**config.mk**
```make
export PLATFORM = sky130hd
export DESIGN_NAME = tprm_top
export DESIGN_NICKNAME = d
export VERILOG_FILES = /design/src/common/tprm_pkg.sv /design/src/verilog/tprm_top.sv /design/src/verilog/tprm_wake.sv
export SDC_FILE = /design/constraint.sdc
export NUM_CORES = 1
export LEC_CHECK = 0
export ABC_AREA = 1
export BUFFER_PORTS_ARGS = -buffer_cell sky130_fd_sc_hd__buf_4
export CAP_MARGIN = 20
export CORE_MARGIN = 1.5
export CORE_UTILIZATION = 35
export CTS_BUF_LIST = sky130_fd_sc_hd__clkbuf_4 sky130_fd_sc_hd__clkbuf_8
export DETAILED_ROUTE_END_ITERATION = 10
export SLEW_MARGIN = 20
export SYNTH_ARGS = -nofsm -noshare
export SYNTH_HDL_FRONTEND = slang
export SYNTH_SLANG_ARGS = --single-unit
```
**constraint.sdc**
```tcl
create_clock -name mclk -period 4.6 [get_ports mclk]
set_input_delay 0 -clock mclk [delete_from_list [all_inputs] [get_ports mclk]]
set_output_delay 0 -clock mclk [all_outputs]
set_load 0.005 [all_outputs]
```
**src/common/tprm_pkg.sv**
```systemverilog
// Package for the timer and interrupt pin remapping unit
package tprm_pkg;
    // ==========================================================
    // Register map
    localparam logic [3:0] TPRM_ADDR_IN_SEL = 4'h0;
    localparam logic [3:0] TPRM_ADDR_OUT_SEL = 4'h1;
    localparam logic [3:0] TPRM_ADDR_PORTA_DATA = 4'h2;
    localparam logic [3:0] TPRM_ADDR_PORTA_DIR = 4'h3;
    localparam logic [3:0] TPRM_ADDR_WAKE_EN = 4'h4;
    localparam logic [3:0] TPRM_ADDR_PORTA_PIN = 4'h5;
    localparam logic [3:0] TPRM_ADDR_STATUS = 4'h6;
    // ==========================================================
    // Reset values
    localparam logic [7:0] TPRM_SEL_RESET = 8'h00;
    localparam logic [7:0] TPRM_PORT_RESET = 8'hff;
    localparam logic [7:0] TPRM_WAKE_RESET = 8'h00;
    // ==========================================================
    // Bit positions, input select
    localparam int TPRM_B_TIMER2_CLOCK_INPUT = 7;
    localparam int TPRM_B_TIMER1_CLOCK_INPUT = 6;
    localparam int TPRM_B_TIMER0_CLOCK_INPUT = 5;
    localparam int TPRM_B_IRQ2 = 4;
    localparam int TPRM_B_IRQ1 = 3;
    localparam int TPRM_B_IRQ0 = 2;
    localparam int TPRM_B_T1B1 = 1;
    localparam int TPRM_B_T1B0 = 0;
    // Bit positions, output select
    localparam int TPRM_B_T3B = 7;
    localparam int TPRM_B_T3A = 6;
    localparam int TPRM_B_T2B = 5;
    localparam int TPRM_B_T2A = 4;
    localparam int TPRM_B_T1B2 = 3;
    localparam int TPRM_B_T1A = 2;
    localparam int TPRM_B_T0B = 1;
    localparam int TPRM_B_T0A = 0;
    // Writable masks per variant (timer count 2, 3, 4)
    localparam logic [7:0] TPRM_OUT_MASK_2 = 8'h07;
    localparam logic [7:0] TPRM_OUT_MASK_3 = 8'h3f;
    localparam logic [7:0] TPRM_OUT_MASK_4 = 8'hff;
    localparam logic [7:0] TPRM_IN_MASK_2 = 8'h6f;
    localparam logic [7:0] TPRM_IN_MASK_3 = 8'hef;
    localparam logic [7:0] TPRM_IN_MASK_4 = 8'hff;
    // ==========================================================
    // Types
    typedef struct packed {
        logic [3:0] addr;
        logic [7:0] wdata;
        logic wr;
        logic rd;
    } tprm_bus_t;

    typedef struct packed {
        logic [7:0] a;
        logic [7:0] c;
        logic [7:0] d;
        logic [7:0] e;
        logic [7:0] f;
        logic [7:0] g;
    } tprm_ports_t;

    typedef struct packed {
        logic timer2_clock_input;
        logic timer1_clock_input;
        logic timer0_clock_input;
        logic irq2;
        logic irq1_n;
        logic irq0_n;
    } tprm_ins_t;

    typedef struct packed {
        logic t0a;
        logic t0b;
        logic t1a;
        logic t1b0;
        logic t1b1;
        logic t1b2;
        logic t2a;
        logic t2b;
        logic t3a;
        logic t3b;
    } tprm_outs_t;

    typedef enum logic [2:0] {
        TPRM_AWAKE = 3'b001,
        TPRM_ASLEEP = 3'b010,
        TPRM_WAKING = 3'b100
    } tprm_pwr_t;
endpackage : tprm_pkg

```
**src/verilog/tprm_top.sv**
```systemverilog
// Timer and interrupt pin remapping unit with Port A control
`timescale 1ns/100ps
module tprm_top
    import tprm_pkg::*;
#(
    parameter int NUM_TIMERS = 4
) (
    input wire logic mclk,
    input wire logic reset,
    input wire logic [3:0] reg_addr,
    input wire logic [7:0] reg_wdata,
    input wire logic reg_wr,
    input wire logic reg_rd,
    input wire logic bit_op,
    input wire logic bit_set,
    input wire logic [2:0] bit_idx,
    output logic [7:0] reg_rdata,
    input wire tprm_ports_t pin_in,
    input wire tprm_ports_t other_fn,
    output tprm_ports_t pin_out,
    output tprm_ports_t pin_timer_sel,
    output logic [7:0] porta_oe,
    input wire tprm_outs_t timer_outs,
    output tprm_ins_t timer_ins,
    input wire logic sleep_req,
    output logic asleep,
    output logic wake_pulse
);
    tprm_bus_t bus;
    logic [7:0] in_sel_q;
    logic [7:0] out_sel_q;
    logic [7:0] pa_data_q;
    logic [7:0] pa_dir_q;
    logic [7:0] wake_en_q;
    logic [7:0] rdata_q;
    logic [7:0] in_mask;
    logic [7:0] out_mask;
    logic [7:0] rmw_src;
    logic [7:0] wval;
    tprm_ports_t route_q;
    tprm_ports_t sel_q;
    logic [7:0] pa_drive;

    assign bus = '{addr: reg_addr, wdata: reg_wdata, wr: reg_wr, rd: reg_rd};

    // ==========================================================
    // Helpers
    function automatic logic [7:0] tprm_bitop(input logic [7:0] v, input logic [2:0] i,
                                              input logic s);
        logic [7:0] r;
        r = v;
        r[i] = s;
        return r;
    endfunction : tprm_bitop

    function automatic logic [7:0] tprm_read(input logic [3:0] a, input logic [7:0] ins,
                                             input logic [7:0] outs, input logic [7:0] pd,
                                             input logic [7:0] pc, input logic [7:0] we,
                                             input logic [7:0] pin, input logic sl);
        logic [7:0] r;
        r = 8'h00;
        case (a)
            TPRM_ADDR_IN_SEL: r = ins;
            TPRM_ADDR_OUT_SEL: r = outs;
            TPRM_ADDR_PORTA_DATA: r = pd;
            TPRM_ADDR_PORTA_DIR: r = pc;
            TPRM_ADDR_WAKE_EN: r = we;
            TPRM_ADDR_PORTA_PIN: r = pin;
            TPRM_ADDR_STATUS: r = {7'h00, sl};
            default: r = 8'h00;
        endcase
        return r;
    endfunction : tprm_read

    // ==========================================================
    // Variant masks
    always_comb begin
        case (NUM_TIMERS)
            2: begin
                in_mask = TPRM_IN_MASK_2;
                out_mask = TPRM_OUT_MASK_2;
            end
            3: begin
                in_mask = TPRM_IN_MASK_3;
                out_mask = TPRM_OUT_MASK_3;
            end
            default: begin
                in_mask = TPRM_IN_MASK_4;
                out_mask = TPRM_OUT_MASK_4;
            end
        endcase
    end

    // ==========================================================
    // Write value with bit operations
    // read whole port, modify, write back
    always_comb begin
        case (bus.addr)
            TPRM_ADDR_PORTA_DATA: rmw_src = pin_in.a;
            TPRM_ADDR_PORTA_DIR: rmw_src = pa_dir_q;
            default: rmw_src = tprm_read(bus.addr, in_sel_q, out_sel_q, pa_data_q,
                                         pa_dir_q, wake_en_q, pin_in.a, asleep);
        endcase
        wval = bit_op ? tprm_bitop(rmw_src, bit_idx, bit_set) : bus.wdata;
    end

    // ==========================================================
    // Select registers
    // takes effect at next edge
    always_ff @(posedge mclk or posedge reset) begin
        if (reset) begin
            in_sel_q <= TPRM_SEL_RESET;
        end else if (bus.wr && bus.addr == TPRM_ADDR_IN_SEL) begin
            in_sel_q <= wval & in_mask;
        end
    end

    always_ff @(posedge mclk or posedge reset) begin
        if (reset) begin
            out_sel_q <= TPRM_SEL_RESET;
        end else if (bus.wr && bus.addr == TPRM_ADDR_OUT_SEL) begin
            out_sel_q <= wval & out_mask;
        end
    end

    // ==========================================================
    // Port A registers
    // data and direction reset high
    always_ff @(posedge mclk or posedge reset) begin
        if (reset) begin
            pa_data_q <= TPRM_PORT_RESET;
        end else if (bus.wr && bus.addr == TPRM_ADDR_PORTA_DATA) begin
            pa_data_q <= wval;
        end
    end

    always_ff @(posedge mclk or posedge reset) begin
        if (reset) begin
            pa_dir_q <= TPRM_PORT_RESET;
        end else if (bus.wr && bus.addr == TPRM_ADDR_PORTA_DIR) begin
            pa_dir_q <= wval;
        end
    end

    always_ff @(posedge mclk or posedge reset) begin
        if (reset) begin
            wake_en_q <= TPRM_WAKE_RESET;
        end else if (bus.wr && bus.addr == TPRM_ADDR_WAKE_EN) begin
            wake_en_q <= wval;
        end
    end

    // ==========================================================
    // Read port
    always_ff @(posedge mclk or posedge reset) begin
        if (reset) begin
            rdata_q <= 8'h00;
        end else if (bus.rd) begin
            rdata_q <= tprm_read(bus.addr, in_sel_q, out_sel_q, pa_data_q, pa_dir_q,
                                 wake_en_q, pin_in.a, asleep);
        end else begin
            rdata_q <= 8'h00;
        end
    end
    assign reg_rdata = rdata_q;

    // ==========================================================
    // Output routing
    // Timer drive replaces the other function only on the chosen pin
    always_ff @(posedge mclk or posedge reset) begin
        if (reset) begin
            route_q <= '0;
            sel_q <= '0;
        end else begin
            route_q <= other_fn;
            sel_q <= '0;
            if (out_sel_q[TPRM_B_T0A]) begin
                route_q.d[0] <= timer_outs.t0a;
                sel_q.d[0] <= 1'b1;
            end else begin
                route_q.a[0] <= timer_outs.t0a;
                sel_q.a[0] <= 1'b1;
            end
            // timer0 out b, variant default pin
            if (out_sel_q[TPRM_B_T0B]) begin
                route_q.d[1] <= timer_outs.t0b;
                sel_q.d[1] <= 1'b1;
            end else if (NUM_TIMERS == 2) begin
                route_q.a[7] <= timer_outs.t0b;
                sel_q.a[7] <= 1'b1;
            end else begin
                route_q.c[5] <= timer_outs.t0b;
                sel_q.c[5] <= 1'b1;
            end
            if (out_sel_q[TPRM_B_T1A]) begin
                route_q.d[2] <= timer_outs.t1a;
                sel_q.d[2] <= 1'b1;
            end else begin
                route_q.a[1] <= timer_outs.t1a;
                sel_q.a[1] <= 1'b1;
            end
            if (in_sel_q[TPRM_B_T1B0]) begin
                route_q.d[3] <= timer_outs.t1b0;
                sel_q.d[3] <= 1'b1;
            end else begin
                route_q.c[0] <= timer_outs.t1b0;
                sel_q.c[0] <= 1'b1;
            end
            if (in_sel_q[TPRM_B_T1B1]) begin
                route_q.d[4] <= timer_outs.t1b1;
                sel_q.d[4] <= 1'b1;
            end else begin
                route_q.c[1] <= timer_outs.t1b1;
                sel_q.c[1] <= 1'b1;
            end
            if (NUM_TIMERS >= 3) begin
                // timer1 out b2; shares C5 with timer0 b
                if (out_sel_q[TPRM_B_T1B2]) begin
                    route_q.d[5] <= timer_outs.t1b2;
                    sel_q.d[5] <= 1'b1;
                end else begin
                    route_q.c[5] <= timer_outs.t1b2;
                    sel_q.c[5] <= 1'b1;
                end
                if (out_sel_q[TPRM_B_T2A]) begin
                    route_q.d[6] <= timer_outs.t2a;
                    sel_q.d[6] <= 1'b1;
                end else begin
                    route_q.c[3] <= timer_outs.t2a;
                    sel_q.c[3] <= 1'b1;
                end
                if (out_sel_q[TPRM_B_T2B]) begin
                    route_q.d[7] <= timer_outs.t2b;
                    sel_q.d[7] <= 1'b1;
                end else begin
                    route_q.c[4] <= timer_outs.t2b;
                    sel_q.c[4] <= 1'b1;
                end
            end
            if (NUM_TIMERS >= 4) begin
                if (out_sel_q[TPRM_B_T3A]) begin
                    route_q.f[0] <= timer_outs.t3a;
                    sel_q.f[0] <= 1'b1;
                end else begin
                    route_q.g[3] <= timer_outs.t3a;
                    sel_q.g[3] <= 1'b1;
                end
                if (out_sel_q[TPRM_B_T3B]) begin
                    route_q.f[1] <= timer_outs.t3b;
                    sel_q.f[1] <= 1'b1;
                end else begin
                    route_q.g[0] <= timer_outs.t3b;
                    sel_q.g[0] <= 1'b1;
                end
            end
        end
    end

    // ==========================================================
    // Port A drive
    // output level is data latch, high by default
    assign pa_drive = pa_data_q;
    assign porta_oe = ~pa_dir_q;

    always_comb begin
        pin_out = route_q;
        // unselected Port A bits keep data latch
        pin_out.a = (route_q.a & sel_q.a) | (pa_drive & ~sel_q.a);
    end
    assign pin_timer_sel = sel_q;

    // ==========================================================
    // Input routing
    always_ff @(posedge mclk or posedge reset) begin
        if (reset) begin
            timer_ins <= '0;
        end else begin
            timer_ins.timer2_clock_input <= in_sel_q[TPRM_B_TIMER2_CLOCK_INPUT] ? pin_in.e[2] : pin_in.c[2];
            timer_ins.timer1_clock_input <= in_sel_q[TPRM_B_TIMER1_CLOCK_INPUT] ? pin_in.e[1] : pin_in.a[4];
            timer_ins.timer0_clock_input <= in_sel_q[TPRM_B_TIMER0_CLOCK_INPUT] ? pin_in.e[0] : pin_in.a[2];
            timer_ins.irq2 <= in_sel_q[TPRM_B_IRQ2] ? pin_in.e[6] : pin_in.c[4];
            timer_ins.irq1_n <= in_sel_q[TPRM_B_IRQ1] ? pin_in.e[5] : pin_in.a[4];
            timer_ins.irq0_n <= in_sel_q[TPRM_B_IRQ0] ? pin_in.e[4] : pin_in.a[3];
        end
    end

    // ==========================================================
    // Wake-up
    tprm_wake u_wake (
        .mclk(mclk),
        .reset(reset),
        .pins(pin_in.a),
        .wake_en(wake_en_q),
        .sleep_req(sleep_req),
        .asleep(asleep),
        .wake_pulse(wake_pulse)
    );
endmodule : tprm_top

```
**src/verilog/tprm_wake.sv**
```systemverilog
// Port A falling edge wake detector
`timescale 1ns/100ps
module tprm_wake
    import tprm_pkg::*;
(
    input wire logic mclk,
    input wire logic reset,
    input wire logic [7:0] pins,
    input wire logic [7:0] wake_en,
    input wire logic sleep_req,
    output logic asleep,
    output logic wake_pulse
);
    logic [7:0] prev_q;
    tprm_pwr_t state_q;
    tprm_pwr_t state_d;
    logic fall;

    // ==========================================================
    // Edge detect
    always_ff @(posedge mclk or posedge reset) begin
        if (reset) begin
            prev_q <= TPRM_PORT_RESET;
        end else begin
            prev_q <= pins;
        end
    end

    assign fall = |(prev_q & ~pins & wake_en);

    // ==========================================================
    // Power state
    always_comb begin
        state_d = state_q;
        case (state_q)
            TPRM_AWAKE: begin
                if (sleep_req) begin
                    state_d = TPRM_ASLEEP;
                end
            end
            TPRM_ASLEEP: begin
                if (fall) begin
                    state_d = TPRM_WAKING;
                end
            end
            TPRM_WAKING: begin
                state_d = TPRM_AWAKE;
            end
            default: begin
                state_d = TPRM_AWAKE;
            end
        endcase
    end

    always_ff @(posedge mclk or posedge reset) begin
        if (reset) begin
            state_q <= TPRM_AWAKE;
        end else begin
            state_q <= state_d;
        end
    end

    assign asleep = (state_q == TPRM_ASLEEP);
    assign wake_pulse = (state_q == TPRM_WAKING);
endmodule : tprm_wake
```
# Yosys cells after proc, flatten, opt, wreduce, memory -nomap -nowiden
# Cells that the tools add are included.
[word_totals]
reg_bits = 132
in_bits = 128
out_inout_bits = 120
[classes]
reduce_logical = 9
muxes = 57
bitwise_logic = 8
n_eq_ne = 11
magnitude_cmp = 2
[op_table]
columns = ["cell", "n"]
rows = [
  ["case mux 8 bit (7 select lines)", 1],
  ["2-to-1 mux 1 bit", 47],
  ["case mux 8 bit (5 select lines)", 1],
  ["AND 8 bit", 3],
  ["2-to-1 mux 8 bit", 2],
  ["NOT 8 bit", 2],
  ["case mux 8 bit (2 select lines)", 1],
  ["== test 4 x 3 -> 1 bit (second input constant)", 3],
  ["AND 8 x 2 -> 8 bit", 1],
  ["bitwise mux 8 bit", 1],
  ["== test 4 x 2 -> 1 bit (second input constant)", 2],
  ["NOT 2 -> 8 bit", 1],
  ["bitwise OR 8 bit", 1],
  ["OR reduction 8 bit", 1],
  ["logical AND 1 bit", 6],
  ["2-to-1 mux 3 bit", 2],
  ["case mux 3 bit (2 select lines)", 1],
  ["== test 4 x 1 -> 1 bit (second input constant)", 1],
  ["zero test 4 bit", 1],
  ["less-than comparator 3 x 4 -> 1 bit (second input constant)", 1],
  ["demux 1 bit (select 3 bit)", 1],
  ["== test 3 x 1 -> 1 bit (second input constant)", 1],
  ["== test 3 x 2 -> 1 bit (second input constant)", 1],
  ["== test 3 bit (second input constant)", 1],
  ["other kinds (4)", 4],
]

# Longest topological paths before layout
[depth]
ltp_word = 6
mapped_depth = 12
depth_no_buf = 12

# Modules after synthesis
# Synthesis repeated with hierarchy kept, for this count alone.
[unflattened]
cells_unflattened = 657
hier_area_um2 = 5680.4
[modules_own_cells]
columns = ["mod", "cells_per_inst", "n_inst", "area_per_inst_um2"]
rows = [
  ["tprm_top", 609, 1, 5220.0],
  ["tprm_wake", 48, 1, 460.4],
]

# Least setup slack after synthesis
# No wires, ideal clock.
[synth_path]
path_kind = "reg-to-reg"
start = "register u_wake.state_q[0]"
end = "register in_sel_q[0]"
arrival_ns = 1.093
setup_slack_ns = 3.390
synth_period_minus_slack_ns = 1.210
path_stages_with_launch = 10
path_cell_list = "dfstp_2 -> inv_1 -> nand3_1 -> nor2_1 -> nor2_1 -> nand3_2 -> nand2_1 -> nand2_2 -> nand2_1 -> nand2_1"
[synth_between]
elab_chain_len = 5
[synth_lines]
columns = ["element", "line", "source"]
rows = [
  ["start: declaration", "tprm_wake.sv:15", "tprm_pwr_t state_q;"],
  ["start signal: assignment", "tprm_wake.sv:59", "state_q <= state_d;"],
  ["== test 3 x 2 -> 1 bit", "tprm_wake.sv:63", "assign asleep = (state_q == TPRM_ASLEEP);"],
  ["case mux 8 bit (5 select lines)", "tprm_top.sv:62", "case (a)"],
  ["case mux 8 bit (2 select lines)", "tprm_top.sv:98", "case (bus.addr)"],
  ["bitwise mux 8 bit", "tprm_top.sv:52", "r[i] = s;"],
  ["2-to-1 mux 8 bit", "tprm_top.sv:104", "wval = bit_op ? tprm_bitop(rmw_src, bit_idx, bit_set) : bus.wdata;"],
  ["end signal: assignment", "tprm_top.sv:114", "in_sel_q <= wval & in_mask;"],
  ["end: declaration", "tprm_top.sv:30", "logic [7:0] in_sel_q;"],
]
# No other way between the ends.
# A chain may end at the register's enable or synchronous reset.

# Worst setup path after layout
[layout_path]
start = "register out_sel_q[7]"
end = "register out_sel_q[7]"
[layout_between]
elab_chain_len = 4
[layout_lines]
columns = ["element", "line", "source"]
rows = [
  ["start: declaration", "tprm_top.sv:31", "logic [7:0] out_sel_q;"],
  ["start signal: assignment", "tprm_top.sv:122", "out_sel_q <= wval & out_mask;"],
  ["case mux 8 bit (5 select lines)", "tprm_top.sv:62", ""],
  ["case mux 8 bit (2 select lines)", "tprm_top.sv:98", ""],
  ["bitwise mux 8 bit", "tprm_top.sv:52", ""],
  ["2-to-1 mux 8 bit", "tprm_top.sv:104", ""],
]
# No other way between the ends.

==> results.yml <==
synth:
  synth_area_leaders: "dfrtp_1, nand2_1, dfstp_2, buf_4, nand3_1"
  synthAdderAreaFrac_pct: 0
  synth_xor_area_share_pct: 0
  avgSynthCellArea_sq_um: 8.78
  yosys_most_used_dff: "dfrtp_1"
  synthArstFlopShare_pct: 100
  syn-cell-area_sq_um: 5650
  syn_inst: 644
  synthSimpleGateAreaFrac_pct: 25.8
  ys_top_cells_by_count: "nand2_1, dfrtp_1, buf_4, inv_1, nand3_1"
  synthMuxAreaShare_pct: 0.597
  synth-compound-area-share_pct: 2.83
  synth_seq_cells: 126
  synth_edf_count: 0
  ys_seq_area_share_pct: 56.3
  yosysWarnings: 0
  yosysMostFrequentCell: "nand2_1"
  synth_top_area_share_pct: 44.7
  synth_top_family_by_area: "simple AND/OR/NAND/NOR gates"
  netlist.top_cell.by_area: "dfrtp_1"
  synth_cell_types: 25
min_path:
  min_to: "out_sel_q[6]$_DFFE_PP0P_"
  hold_start: "reg_wr"
  min_delay_path_depth: 4
  min_path_type: "in2reg"
timing:
  drv_slew: 0
  holdWs_ps: 38.0
  setup_tns_ps: 0
  tightest_slew_ps: 624
  slew_headroom_pct: 58.4
  hold_violations: 0
  finalClockSkew_ps: 12.1
  finalCriticalPeriod_ps: 1530
  setup_viol: 0
  fin_crit_sh_pct: 33.2
  rsz0062_at_grt: "false"
  fmaxAchievable_mhz: 656
run_status:
  status: "finished, final reports clean"
clock_network:
  path_clk_slew_ps: 70
  post_cts_buffers: 0
  cts_hold_buffers: 88
  cts_buffer_depth: 2
  cts-buffers-inserted: 17
  cts_root_buf: "clkbuf_8"
  worstSkewPairLatency_ps: 440
  cts_resized: 0
  clock_sinks: 126
  cts_tree: "built"
  htree_levels: 4
power_and_ir_drop:
  power_density_nw_per_um2: 374
  finalPower_uw: 3040
  p_leak_uw: 0.00423
  irDropWorstVdd_uv: 256
setup_path:
  critPathTopFamily: "simple AND/OR/NAND/NOR gates"
  critical_path.max_stage_delay_ps: 440
  critPathLaunchType: "register"
  arrival_ps: 1850
  cp_slowest_cell: "dfrtp_1"
  endpoint_kind: "register"
  r2r_cells: 8
  cp_cell_sequence: "nand3_1 -> o21ai_0 -> nor2_1 -> nand2_1 -> nand2_1 -> nand2_2 -> nand2_1 -> nand2_1"
  required_ps: 4930
  cp_common_cell: "nand2_1"
  r2r_slack_ps: 3070
  crit_fanout: 6
  critPathBufInv: 0
  r2r-end: "out_sel_q[7]$_DFFE_PP0P_"
  r2r-start: "out_sel_q[7]$_DFFE_PP0P_"
  crit_type: "reg2reg"
global_route:
  grt_most_used_layer: "met2"
  use_met3_pct: 5.08
  grt_max_degree: 79
  grt_pass1_wl_mm: 23.8
  met2_usage_pct: 29.9
  grtUsageMet1_pct: 23.6
  first_global_vias: 4648
  grt_usage_pct: 18.8
  gr-total-overflow: 0
  antenna_found_initial: 0
layout:
  final_area_sq_um: 8140
  layout-drive-gt1-share_pct: 30.3
  area_growth_pct: 43.9
  antenna_cells: 0
  fin_nets: 1009
floorplan:
  fp.dieH_microns: 130
  num_rows: 46
  initial_utilization_pct: 35.7
  fp.dieW_microns: 130
  num_io_pins: 248
  dieArea_sq_um: 16900
  core-area_sq_um: 15800
placed_design:
  hpwl_mm: 10.7
  port_buffers: 180
  place.gp.congestion: 0.884
  dpl_cell_area_sq_um: 6800
job:
  drv_cap: 0
routing:
  vias_per_cell: 4.35
  wl_per_cell_microns: 14.1
  drt-initial-drc-count: 221
  antenna_left: 0
  vias: 4828
  drc: 0
  drt_pre_antenna_iters: 5
  routed_wl_mm: 15.7
-- worst max path at each step --
stage / startpoint / end / cells past startpoint
6_report: out_sel_q[7]$_DFFE_PP0P_ / out_sel_q[7]$_DFFE_PP0P_ / 8
3_5_place_dp: reg_addr[1] / pa_dir_q[7]$_DFFE_PP1P_ / 10
3_3_place_gp: reg_addr[1] / pa_data_q[7]$_DFFE_PP1P_ / 10
2_1_floorplan: reset / in_sel_q[0]$_DFFE_PP0P_ / 1
5_1_grt: in_sel_q[1]$_DFFE_PP0P_ / in_sel_q[1]$_DFFE_PP0P_ / 8
4_1_cts: in_sel_q[1]$_DFFE_PP0P_ / in_sel_q[1]$_DFFE_PP0P_ / 8
-- where the power goes --
| group | total (uW) | switching (uW) | internal [uW] |
|---|---|---|---|
| Sequential | 1400 | 107 | 1290 |
| Combinational | 608 | 275 | 333 |
| Clock | 1040 | 439 | 599 |
-- cell usage in the layout, fill, tap and decap left out --
cell           count
inv_6              2
a41oi_1            1
clkbuf_8          20
clkinv_2           2
bufinv_16          3
a21oi_1            3
inv_1             49
buf_4            182
nand3_2            2
buf_16             1
o22ai_1            1
dlygate4sd3_1     88
nor2_2             4
nor3_1             2
nand2_2           10
inv_2              6
nand2_1          240
nor2_1            36
nor2_4             5
dfrtp_1          101
mux2_2             3
a31oi_1            8
o21ai_1            1
nand3_1           47
clkinvlp_4         2
dfstp_2           25
nand3b_1           2
inv_4              1
clkbuf_4           3
conb_1            29
o21ai_0           15
-- tightest hold or removal path, stage by stage --
cell,delay (ps)
buf_4,120
nand3_2,180
nand2_1,70
nand2_1,60
-- cells by family (layout without fill, tap and decap cells) --
| kind of cell | count (synthesis) | count (layout) |
|---|---|---|
| flip-flops | 126 | 126 |
| other | 1 | 29 |
| multiplexers | 3 | 3 |
| AND/OR/NAND/NOR | 348 | 348 |
| buffers and inverters | 137 | 359 |
| AO/OA/AOI/OAI | 29 | 29 |
-- metal layers --
| layer | vias to the layer above | part of all wire, % |
|---|---|---|
| met1 | 2211 | 44 |
| li1 | 2368 | - |
| met5 | - | 0 |
| met4 | 0 | 2.6 |
| met2 | 221 | 46 |
| met3 | 28 | 7.7 |
-- state kept, by name, indices dropped and copies added, names as in the netlist --
| name | count |
|---|---|
| route_q | 2 |
| u_wake.prev_q | 8 |
| in_sel_q | 8 |
| pin_timer_sel | 19 |
| pa_data_q | 8 |
| timer_ins | 6 |
| out_sel_q | 8 |
| u_wake.state_q | 3 |
| pa_dir_q | 8 |
| pin_out | 40 |
| reg_rdata | 8 |
| wake_en_q | 8 |
-- cell type report --
class / instances / area [sq um]
fillers: 1486 / 7690
well taps: 216 / 270
clock buffers: 23 / 298
repair buffers: 271 / 2270
inverters: 56 / 213
clock inverters: 9 / 133
flip-flops and latches: 126 / 3180
multi-input cells: 409 / 1760
-- through the flow --
step / setup WS [ps] / cells / util [%]
3_3_place_gp: 2790 / 989 / 42.9
4_1_cts: 3100 / 1109 / 51.2
5_1_grt: 2900 / 1110 / 51.4
6_report: 3070 / 1110 / 51.4
2_1_floorplan: 1290 / 672 / -
3_5_place_dp: 2770 / 989 / 42.9
(Power assumes the default switching activity.)
